==> config.mk <==
export PLATFORM = sky130hd
export DESIGN_NAME = host_port_one_second_tick
export DESIGN_NICKNAME = d
export VERILOG_FILES = /design/src/hdl/host_port_pkg.sv /design/src/hdl/host_port_one_second_tick.sv /design/src/hdl/second_divider.sv
export SDC_FILE = /design/constraint.sdc
export NUM_CORES = 1
export LEC_CHECK = 0
export BUFFER_PORTS_ARGS = -buffer_cell sky130_fd_sc_hd__buf_2
export CAP_MARGIN = 40
export CORE_ASPECT_RATIO = 0.5
export CORE_MARGIN = 3
export CORE_UTILIZATION = 59
export DETAILED_ROUTE_END_ITERATION = 12
export PLACE_DENSITY = 0.85
export SYNTH_ARGS = -nofsm -noshare
export SYNTH_HDL_FRONTEND = slang
export SYNTH_SLANG_ARGS = --single-unit
==> constraint.sdc <==
create_clock -name clk -period 2.4 [get_ports clk]
set_clock_uncertainty 0.1 [all_clocks]
set_input_delay 0 -clock clk [delete_from_list [all_inputs] [get_ports clk]]
set_output_delay 0 -clock clk [all_outputs]
set_load 0.005 [all_outputs]
==> src/hdl/host_port_pkg.sv <==
// Shared constants and types for the host port and one-second divider
package host_port_pkg;

   // Bus widths
   localparam int ADDR_W = 11;
   localparam int DATA_W = 8;

   // Register offsets
   localparam logic [ADDR_W-1:0] MODE_OFFSET   = 11'h200;
   localparam logic [ADDR_W-1:0] STATUS_OFFSET = 11'h201;
   localparam logic [ADDR_W-1:0] COUNT_OFFSET  = 11'h202;
   localparam logic [ADDR_W-1:0] LATCH_OFFSET  = 11'h203;

   // Reset values and field positions
   localparam logic [DATA_W-1:0] MODE_RESET     = 8'h00;
   localparam logic [DATA_W-1:0] COUNT_RESET    = 8'h00;
   localparam logic [DATA_W-1:0] UNMAPPED_VALUE = 8'h00;
   localparam int MODE_DIR_BIT      = 0;
   localparam int STAT_SYNC_BIT     = 0;
   localparam int STAT_PULSE_BIT    = 1;
   localparam int STAT_DIR_BIT      = 2;
   localparam int STAT_LATCHED_BIT  = 3;

   // Divider from the frame tick to one second
   localparam int DIVIDE_RATIO = 8000;
   localparam int DIVIDE_W     = 13;

   // Clock
   localparam int CLK_PERIOD_NS = 100;

   // One snapshot of the host pins after synchronisation
   typedef struct packed {
      logic              chip_select_n;
      logic              strobe_a_n;
      logic              strobe_b;
      logic              bus_timing_select;
      logic [ADDR_W-1:0] host_address;
      logic [DATA_W-1:0] host_data;
   } host_sample_t;

   // Access state machine
   typedef enum logic [2:0] {
      ST_IDLE  = 3'b001,
      ST_READ  = 3'b010,
      ST_WRITE = 3'b100
   } access_state_t;

endpackage

==> src/hdl/host_port_one_second_tick.sv <==
// Parallel host register port with one-second divider and latch input
`timescale 1ns/1ps
`default_nettype none

module host_port_one_second_tick #(
   parameter int DIVIDE = host_port_pkg::DIVIDE_RATIO
) (
   // Clock and reset
   input  wire logic                              clk,
   input  wire logic                              rst,
   // Device pins
   input  wire logic                              device_reset_n,
   input  wire logic                              bus_timing_select,
   input  wire logic                              host_bus_clock,
   input  wire logic                              chip_select_n,
   input  wire logic                              write_not_read,
   input  wire logic                              address_strobe_n,
   input  wire logic [host_port_pkg::ADDR_W-1:0]  host_address,
   // Data bus, three signals
   input  wire logic [host_port_pkg::DATA_W-1:0]  host_data_in,
   output logic      [host_port_pkg::DATA_W-1:0]  host_data_out,
   output logic                                   host_data_oe,
   // Frame tick and one-second pin
   input  wire logic                              frame_tick_in,
   input  wire logic                              second_pulse_io_in,
   output logic                                   second_pulse_io_out,
   output logic                                   second_pulse_io_oe
);

   // Shared pins: write_not_read doubles as the read strobe, and
   // address_strobe_n doubles as the write strobe in asynchronous timing.

   host_port_pkg::host_sample_t      raw;
   host_port_pkg::host_sample_t      meta_ff;
   host_port_pkg::host_sample_t      smp_ff;
   logic [3:0]                       pin_meta_ff;
   logic [3:0]                       pin_sync_ff;
   logic                             hclk_prev_ff;
   logic                             tick_prev_ff;
   logic                             pulse_prev_ff;
   logic                             rst_any;
   logic                             hclk_rise;
   logic                             tick_rise;
   logic                             pulse_rise;
   logic                             selected;
   logic                             sync_mode;
   logic                             sync_read_req;
   logic                             sync_write_req;
   logic                             async_read_req;
   logic                             async_write_req;
   logic                             read_req;
   host_port_pkg::access_state_t     state_ff;
   host_port_pkg::access_state_t     nxt_state;
   logic [host_port_pkg::DATA_W-1:0] mode_ff;
   logic [host_port_pkg::DATA_W-1:0] second_count_ff;
   logic [host_port_pkg::DATA_W-1:0] latched_count_ff;
   logic [host_port_pkg::DATA_W-1:0] latched_status_ff;
   logic [host_port_pkg::DATA_W-1:0] read_data_ff;
   logic [host_port_pkg::DATA_W-1:0] wr_data_ff;
   logic [host_port_pkg::ADDR_W-1:0] wr_addr_ff;
   logic                             write_commit;
   logic [host_port_pkg::DATA_W-1:0] commit_data;
   logic [host_port_pkg::ADDR_W-1:0] commit_addr;
   logic [host_port_pkg::DATA_W-1:0] status_now;
   logic                             div_level;
   logic                             div_wrap;
   logic                             pulse_is_output;

   // Register read decode over the full address
   function automatic logic [host_port_pkg::DATA_W-1:0] read_mux(
      input logic [host_port_pkg::ADDR_W-1:0] addr,
      input logic [host_port_pkg::DATA_W-1:0] mode,
      input logic [host_port_pkg::DATA_W-1:0] status,
      input logic [host_port_pkg::DATA_W-1:0] count,
      input logic [host_port_pkg::DATA_W-1:0] latched);
      logic [host_port_pkg::DATA_W-1:0] value;
      value = host_port_pkg::UNMAPPED_VALUE;
      case (addr)
         host_port_pkg::MODE_OFFSET:   value = mode;
         host_port_pkg::STATUS_OFFSET: value = status;
         host_port_pkg::COUNT_OFFSET:  value = count;
         host_port_pkg::LATCH_OFFSET:  value = latched;
         default:                      value = host_port_pkg::UNMAPPED_VALUE;
      endcase
      return value;
   endfunction

   // Pin synchronisers
   assign raw = '{chip_select_n:     chip_select_n,
                  strobe_a_n:        address_strobe_n,
                  strobe_b:          write_not_read,
                  bus_timing_select: bus_timing_select,
                  host_address:      host_address,
                  host_data:         host_data_in};

   always_ff @(posedge clk) begin
      if (rst) begin
         meta_ff     <= '{chip_select_n: 1'b1, strobe_a_n: 1'b1, strobe_b: 1'b1,
                          bus_timing_select: 1'b0, host_address: '0, host_data: '0};
         smp_ff      <= '{chip_select_n: 1'b1, strobe_a_n: 1'b1, strobe_b: 1'b1,
                          bus_timing_select: 1'b0, host_address: '0, host_data: '0};
         // Edge pins rest high so a pin already high gives no false edge
         pin_meta_ff <= 4'h7;
         pin_sync_ff <= 4'h7;
      end else begin
         meta_ff     <= raw;
         smp_ff      <= meta_ff;
         pin_meta_ff <= {device_reset_n, host_bus_clock, frame_tick_in, second_pulse_io_in};
         pin_sync_ff <= pin_meta_ff;
      end
   end

   // Edge detectors read only the second stage
   always_ff @(posedge clk) begin
      if (rst) begin
         hclk_prev_ff  <= 1'b1;
         tick_prev_ff  <= 1'b1;
         pulse_prev_ff <= 1'b1;
      end else begin
         hclk_prev_ff  <= pin_sync_ff[2];
         tick_prev_ff  <= pin_sync_ff[1];
         pulse_prev_ff <= pin_sync_ff[0];
      end
   end

   // Device reset pin held low resets every register below
   assign rst_any    = rst || !pin_sync_ff[3];
   assign hclk_rise  = pin_sync_ff[2] && !hclk_prev_ff;
   assign tick_rise  = pin_sync_ff[1] && !tick_prev_ff;
   assign pulse_rise = pin_sync_ff[0] && !pulse_prev_ff;

   // Access decode
   assign selected  = !smp_ff.chip_select_n;
   assign sync_mode = smp_ff.bus_timing_select;
   assign sync_read_req  = selected && sync_mode && !smp_ff.strobe_a_n
                           && !smp_ff.strobe_b;
   assign sync_write_req = selected && sync_mode && !smp_ff.strobe_a_n
                           && smp_ff.strobe_b && hclk_rise;
   assign async_read_req  = selected && !sync_mode && !smp_ff.strobe_b;
   assign async_write_req = selected && !sync_mode && !smp_ff.strobe_a_n
                            && smp_ff.strobe_b;
   assign read_req = sync_read_req || async_read_req;

   // Access state machine
   always_comb begin
      nxt_state = state_ff;
      case (state_ff)
         host_port_pkg::ST_IDLE: begin
            if (sync_read_req && hclk_rise) begin
               nxt_state = host_port_pkg::ST_READ;
            end else if (async_read_req) begin
               nxt_state = host_port_pkg::ST_READ;
            end else if (async_write_req) begin
               nxt_state = host_port_pkg::ST_WRITE;
            end
         end
         host_port_pkg::ST_READ: begin
            if (!read_req) begin
               nxt_state = host_port_pkg::ST_IDLE;
            end
         end
         host_port_pkg::ST_WRITE: begin
            if (!async_write_req) begin
               nxt_state = host_port_pkg::ST_IDLE;
            end
         end
         default: nxt_state = host_port_pkg::ST_IDLE;
      endcase
   end

   always_ff @(posedge clk) begin
      if (rst_any) begin
         state_ff <= host_port_pkg::ST_IDLE;
      end else begin
         state_ff <= nxt_state;
      end
   end

   // Asynchronous write holds the last data seen while the strobe is low
   always_ff @(posedge clk) begin
      if (rst_any) begin
         wr_data_ff <= '0;
         wr_addr_ff <= '0;
      end else if (async_write_req) begin
         wr_data_ff <= smp_ff.host_data;
         wr_addr_ff <= smp_ff.host_address;
      end
   end

   // Commit on the host clock rise or at the end of the write strobe while chip select is still low
   assign write_commit = sync_write_req
                         || (state_ff == host_port_pkg::ST_WRITE && !async_write_req
                             && selected);
   assign commit_data  = sync_write_req ? smp_ff.host_data : wr_data_ff;
   assign commit_addr  = sync_write_req ? smp_ff.host_address : wr_addr_ff;

   always_ff @(posedge clk) begin
      if (rst_any) begin
         mode_ff <= host_port_pkg::MODE_RESET;
      end else if (write_commit && commit_addr == host_port_pkg::MODE_OFFSET) begin
         mode_ff <= commit_data;
      end
   end

   // Read data follows the addressed register while the read stands
   assign status_now = {4'h0, latched_status_ff[host_port_pkg::STAT_LATCHED_BIT],
                        pulse_is_output, second_pulse_io_out, sync_mode};

   always_ff @(posedge clk) begin
      if (rst_any) begin
         read_data_ff <= '0;
      end else if (read_req) begin
         read_data_ff <= read_mux(smp_ff.host_address, mode_ff, status_now,
                                  second_count_ff, latched_count_ff);
      end
   end

   assign host_data_out = read_data_ff;
   assign host_data_oe  = (state_ff == host_port_pkg::ST_READ);

   // One-second divider
   assign pulse_is_output = mode_ff[host_port_pkg::MODE_DIR_BIT];

   second_divider #(
      .DIVIDE (DIVIDE)
   ) u_divider (
      .clk   (clk),
      .rst   (rst_any),
      .tick  (tick_rise),
      .level (div_level),
      .wrap  (div_wrap)
   );

   assign second_pulse_io_out = div_level;
   assign second_pulse_io_oe  = pulse_is_output;

   // Seconds counter and its snapshot on the input edge
   always_ff @(posedge clk) begin
      if (rst_any) begin
         second_count_ff <= host_port_pkg::COUNT_RESET;
      end else if (div_wrap) begin
         second_count_ff <= second_count_ff + 1'b1;
      end
   end

   always_ff @(posedge clk) begin
      if (rst_any) begin
         latched_count_ff  <= host_port_pkg::COUNT_RESET;
         latched_status_ff <= '0;
      end else if (!pulse_is_output && pulse_rise) begin
         latched_count_ff  <= second_count_ff;
         latched_status_ff <= status_now | 8'h08;
      end
   end
endmodule // host_port_one_second_tick

`default_nettype wire

==> src/hdl/second_divider.sv <==
// Divides synchronised frame tick pulses down to a one-second square wave
`timescale 1ns/1ps
`default_nettype none

module second_divider #(
   parameter int DIVIDE = host_port_pkg::DIVIDE_RATIO
) (
   // Clock and reset
   input  wire logic clk,
   input  wire logic rst,
   // Tick in
   input  wire logic tick,
   // Divided output
   output logic      level,
   output logic      wrap
);

   localparam logic [host_port_pkg::DIVIDE_W-1:0] LAST =
      host_port_pkg::DIVIDE_W'(DIVIDE - 1);
   localparam logic [host_port_pkg::DIVIDE_W-1:0] HALF =
      host_port_pkg::DIVIDE_W'(DIVIDE / 2);

   logic [host_port_pkg::DIVIDE_W-1:0] cnt_ff;
   logic                               level_ff;

   // One period per DIVIDE ticks
   always_ff @(posedge clk) begin
      if (rst) begin
         cnt_ff <= '0;
      end else if (tick) begin
         cnt_ff <= (cnt_ff == LAST) ? '0 : cnt_ff + 1'b1;
      end
   end

   // High for the first half of each period
   always_ff @(posedge clk) begin
      if (rst) begin
         level_ff <= 1'b1;
      end else if (tick && cnt_ff == LAST) begin
         level_ff <= 1'b1;
      end else if (tick && cnt_ff == HALF - 1'b1) begin
         level_ff <= 1'b0;
      end
   end

   assign level = level_ff;
   assign wrap  = tick && (cnt_ff == LAST);
endmodule // second_divider

`default_nettype wire

# --- After elaboration in Yosys (flattened, before gate mapping) ---
# Cells that the tools add are included.
word_totals:
  register_bits: 129
  word_cells: 86
classes:
  addsub: 2
  eq_ne: 13
  mux: 10
  n_reduce_logical: 34
ops:
  columns: ["cell", "n"]
  rows:
  - ["$eq A11 B10 Y1 const B", 5]
  - ["$pmux W8 S4", 1]
  - ["$logic_and A1 B1 Y1", 19]
  - ["$mux W3", 5]
  - ["$add A13 B1 Y13 const B", 1]
  - ["$eq A13 B12 Y1 const B", 1]
  - ["$eq A13 B13 Y1 const B", 1]
  - ["$mux W13", 1]
  - ["$mux W11", 1]
  - ["$logic_not A1 Y1", 10]
  - ["$pmux W3 S3", 1]
  - ["$add A8 B1 Y8 const B", 1]
  - ["$mux W8", 1]
  - ["$ne A2 B2 Y1 const B", 2]
  - ["$ne A4 B4 Y1 const B", 1]
  - ["$eq A3 B1 Y1 const B", 1]
  - ["$eq A3 B2 Y1 const B", 1]
  - ["$eq A3 B3 Y1 const B", 1]
  - ["$logic_or A1 B1 Y1", 3]
  - ["$reduce_and A3 Y1", 1]
  - ["$reduce_or A2 Y1", 1]

# --- Logic depth before layout (Yosys ltp) ---
depth:
  word_depth: 9
  depth_mapped: 7
  ltp_nobuf: 5

# --- Modules after synthesis ---
# A second synthesis with hierarchy kept.
unflattened:
  cells_unflattened: 485
  hier_area_um2: 4748.3
by_module_without_submodules:
  columns: ["module", "instances", "area_per_inst_um2", "seq_area_each_um2", "cells_per_inst"]
  rows:
  - ["host_port_one_second_tick", 1, 4065.1, 2242.2, 416]
  - ["second_divider", 1, 683.2, 280.3, 69]

# --- Worst setup path before layout ---
# No wires, ideal clock.
synth_path:
  path_type: "flip-flop to flip-flop"
  from: "reg u_divider.cnt_ff[0] (netlist name)"
  to: "reg u_divider.cnt_ff[10] (netlist name)"
  path_stages_with_launch: 7
  synth_period_minus_slack_ns: 1.667
  t_arrival_ns: 1.450
  path_slack_ns: 0.733
  t_required_ns: 2.183
  setup_ns: 0.117
  path_buffers: 1
  cell_sequence: "dfxtp_1 ha_1 and4b_1 nand4_1 o21ai_1 buf_2 nor2_1"
synth_via:
  elab_chain_cells: 2
  elab_cells_between_ends: 3
synth_rtl:
  columns: ["item", "line", "text"]
  rows:
  - ["start: declaration", "second_divider.sv:23", "logic [host_port_pkg::DIVIDE_W-1:0] cnt_ff;"]
  - ["start signal: assignment", "second_divider.sv:31", "cnt_ff <= (cnt_ff == LAST) ? '0 : cnt_ff + 1'b1;"]
  - ["$add A13 B1 Y13 or $eq A13 B13 Y1 (tied branches)", "second_divider.sv:31", null]
  - ["$mux W13 *", "second_divider.sv:31", null]
# Mark *: on every way between the ends. The rest lies on a longest branch, timed or not.
# A chain may end at the register's enable or synchronous reset.

# --- Final worst setup path ---
layout_path:
  from: "reg smp_ff[22] (netlist name)"
  to: "reg mode_ff[4] (netlist name)"
layout_via:
  elab_chain_cells: 9
  elab_cells_between_ends: 16
layout_rtl:
  columns: ["item", "line", "text"]
  rows:
  - ["start: declaration", "host_port_one_second_tick.sv:35", "host_port_pkg::host_sample_t smp_ff;"]
  - ["start signal: assignment", "host_port_one_second_tick.sv:100", "smp_ff <= '{chip_select_n: 1'b1, strobe_a_n: 1'b1, strobe_b: 1'b1,"]
  - ["start signal: assignment", "host_port_one_second_tick.sv:107", "smp_ff <= meta_ff;"]
  - ["$logic_not A1 Y1 *", "host_port_one_second_tick.sv:133", "assign selected = !smp_ff.chip_select_n;"]
  - ["branches (longest 8 deep; another with $mux W11)", null, null]
  - ["end signal: assignment", "host_port_one_second_tick.sv:199", "mode_ff <= host_port_pkg::MODE_RESET;"]
  - ["end signal: assignment", "host_port_one_second_tick.sv:201", "mode_ff <= commit_data;"]
  - ["end: declaration", "host_port_one_second_tick.sv:54", "logic [host_port_pkg::DATA_W-1:0] mode_ff;"]
# Every way passes the cells marked *.

==> results.md <==
* Post-DRT Antenna Nets at 0
* Drt wl/cell at between 15 and 20 um
* CTS tree: yes
* Yosys warns at 0
* WHS Path Cells at 3
* Initial Util at about 63%
* Layout cells sized above 1 at between 10% and 20%
* Unrepaired setup endpoints after global routing: no
* HP Class: in2reg
* Crit path time final at between 2 and 2.5 ns
* Overflow after GRT at 0
* CTS H-tree lvls at 4
* Critical path cell sequence: nor3b_4, buf_4, and3_1, a22oi_2, mux2i_1
* Bufs and invs on worst path at 1
* Status: completed
* Area growth syn-to-layout at 23.4%
* Worst Tran Pin Value at 0.714 ns
* Via density at 5.38
* Critical path's largest stage delay at approximately 0.56 ns
* Final Util at 78.2%
* Latest clock arrival within the worst-skew pair at 0.42 ns
* Drt total wl at 10500 um
* WHS Endpoint: pin_meta_ff[2]
* Clk buf depth at 2
* NumNets Final at 605
* Vias in the first global route at 3676
* Detailed Routing Iterations Pass 1 at 4
* DP Worst Slack at 0.492 ns
* Die ar. at approximately 9400 um^2
* Worst-path fanout max at 19
* Setup TNS at 0 ns
* Worst path depth at 5
* Relative slew slack at between 50% and 60%
* CTS resizes at 0
* Yosys top cell area share at about half
* Clk root buf: clkbuf_16
* Post-DP HPWL at 6030 um
* CP top delay family: flip-flops
* Leak pwr at roughly 2.3 nW
* Mapped Nets at roughly 540
* I/O pin count at 40
* Syn avg cell area at 9.51 um^2
* FFs w/ async S/R, synth at 0%
* Num rows at 22
* Endpoints failing hold at 0
* Area leader, netlist: dfxtp_1
* Clock buffer count from CTS at 17
* Syn Inst Count at 510
* Core ar. at roughly 7700 um^2
* R2R Path End: mode_ff[4]
* Post-synthesis sequential area ratio at about 52%
* Final setup fails at 0
* Synthesis-stage register bit count at 126
* Data arrival, critical path at 2.25 ns
* IR drop worst, VDD at a little over 800 uV
* DIE WIDTH at 134 um
* Buffers on Ports at 39
* First-pass GRT wire length at roughly 18000 um
* Total track usage at approximately 24%
* Worst R2R Path Depth at 5
* Post-Syn Area at approximately 4900 um^2
* Final worst setup slack at ~0.38 ns
* Iteration-0 DRC Markers at approximately 240
* DR vias at 3737
* Achievable frequency at between 400 and 500 MHz
* Initial antenna violation count at 0
* Max-capacitance violation count at 0
* Top cells by area, synth: dfxtp_1, nor2b_1, mux2i_1, nand2_1, a21oi_1
* Reg2Reg Setup Slack at a little under 0.4 ns
* Critical Path RT at between 2 and 3 ns
* Antenna cells at 0
* # DRC at 0
* Synth cell types at 50
* Max Slew Vio Count at 0
* Pwr dens at ~800 nW/um^2
* Critical path's slowest cell: dfxtp_1
* Crit end category: register
* Die height at around 70 um
* Clock sink count at 126
* Crit start category: register
* Largest net degree at the start of global routing at 53
* Hold path start: host_bus_clock
* Number of flops mapped to enable cells by yosys at 0
* Crit Path Class: reg2reg
* Period utilization at ~84%
* Final GP Congestion at slightly above 0.8
* CTS clk-pin slew, worst paths at ~0.06 ns
* Synth Flop Type: dfxtp_1
* RR Startpoint: smp_ff[22]
[final cells by class]
| class | instances | area (um^2) |
|---|---|---|
| Inverter | 3 | 11.3 |
| Timing Repair Buffer | 78 | 561 |
| Multi-Input combinational cell | 348 | 2160 |
| Sequential cell | 126 | 2520 |
| Fill cell | 499 | 1670 |
| Clock inverter | 15 | 175 |
| Clock buffer | 17 | 425 |
| Tap cell | 108 | 135 |
[cells in the final DEF (no fill, tap or decap), types with 4 or more instances in the layout]
| cell | Yosys | layout |
|---|---|---|
| a21boi_0 | 8 | 8 |
| a21oi_1 | 33 | 33 |
| and3_1 | 9 | 9 |
| and3_2 | 6 | 6 |
| buf_2 | 10 | 39 |
| buf_4 | 2 | 10 |
| clkbuf_16 | 0 | 17 |
| dfxtp_1 | 126 | 126 |
| dlygate4sd3_1 | 0 | 29 |
| inv_6 | 0 | 8 |
| mux2i_1 | 24 | 24 |
| mux4_2 | 4 | 4 |
| nand2_1 | 64 | 64 |
| nand2b_1 | 8 | 8 |
| nand3_1 | 15 | 15 |
| nand4_1 | 7 | 7 |
| nor2_1 | 33 | 33 |
| nor2b_1 | 45 | 45 |
| nor3_1 | 8 | 8 |
| nor4_1 | 7 | 7 |
| o21ai_0 | 15 | 15 |
| or2_2 | 15 | 15 |
| xnor2_1 | 9 | 9 |
[layer usage]
layer | up-vias | global-route usage [%] | share of wire (%)
li1 | 1860 | - | -
met1 | 1732 | 28.7 | 44
met4 | 0 | 12.1 | 3.5
met2 | 111 | 39.7 | 47
met3 | 34 | 7.27 | 5.3
met5 | - | 0 | 0
[flip-flops by register name, indices dropped and copies added, names as in the netlist, 3 cells and up]
register / count
wr_data_ff: 8
state_ff: 3
latched_count_ff: 8
wr_addr_ff: 11
host_data_out: 8
smp_ff: 22
mode_ff: 8
pin_sync_ff: 4
u_divider.cnt_ff: 13
pin_meta_ff: 4
meta_ff: 23
second_count_ff: 8
[timing repair]
item	in CTS	in global routing
hold endpoints to repair	31	0
buffers inserted	0	0
hold buffers	29	0
[power breakdown]
group	internal, mW	total, mW	switching [mW]
clock network	1.57	2.60	1.03
logic	0.0882	0.153	0.0645
registers	2.14	2.16	0.0229
[synthesized netlist by cell type, types with 9 or more instances]
master	n
and3_1	9
a21oi_1	33
nand3_1	15
or2_2	15
nor2_1	33
xnor2_1	9
clkbuf_1	17
dfxtp_1	126
mux2i_1	24
buf_2	10
nand2_1	64
o21ai_0	15
nor2b_1	45
[through the flow]
| stage | total power, mW | cells | hold WS (ns) | area [um^2] |
|---|---|---|---|---|
| 2_1_floorplan | 2.28 | 510 | 0.00381 | 4850 |
| 3_3_place_gp | 2.31 | 634 | 0.0837 | 5090 |
| 3_5_place_dp | 2.31 | 634 | 0.0862 | 5090 |
| 4_1_cts | 4.93 | 695 | 0.184 | 5990 |
| 5_1_grt | 5.07 | 695 | 0.202 | 5990 |
| 6_report | 4.91 | 695 | 0.204 | 5990 |
[tightest hold or removal path, stage by stage]
cell and delay [ns]:
dlygate4sd3_1 0.52, buf_2 0.09, or2_2 0.08
[worst max-delay path by stage]
stage                              from  slack, ns                   end
finish                       smp_ff[22]       0.38            mode_ff[4]
global route                 smp_ff[22]       0.26            mode_ff[4]
CTS                          smp_ff[22]       0.37            mode_ff[4]
detailed placement           smp_ff[22]       0.49            mode_ff[4]
global placement             smp_ff[22]       0.53            mode_ff[2]
floorplan           u_divider.cnt_ff[0]       0.73  u_divider.cnt_ff[10]
[kinds of logic (layout without fill, tap and decap cells)]
kind of cell | count (synthesis) | after routing | synth area share, %
adders and majority gates | 2 | 2 | 0.516
AOI/OAI and AO/OA | 70 | 70 | 8.82
and+or+nand+nor | 236 | 236 | 26.1
xor gates and xnor gates | 12 | 12 | 2.17
muxes | 28 | 28 | 6.81
DFF | 126 | 126 | 52.0
buffers and inverters | 36 | 113 | 3.56
(Power assumes the default switching activity.)
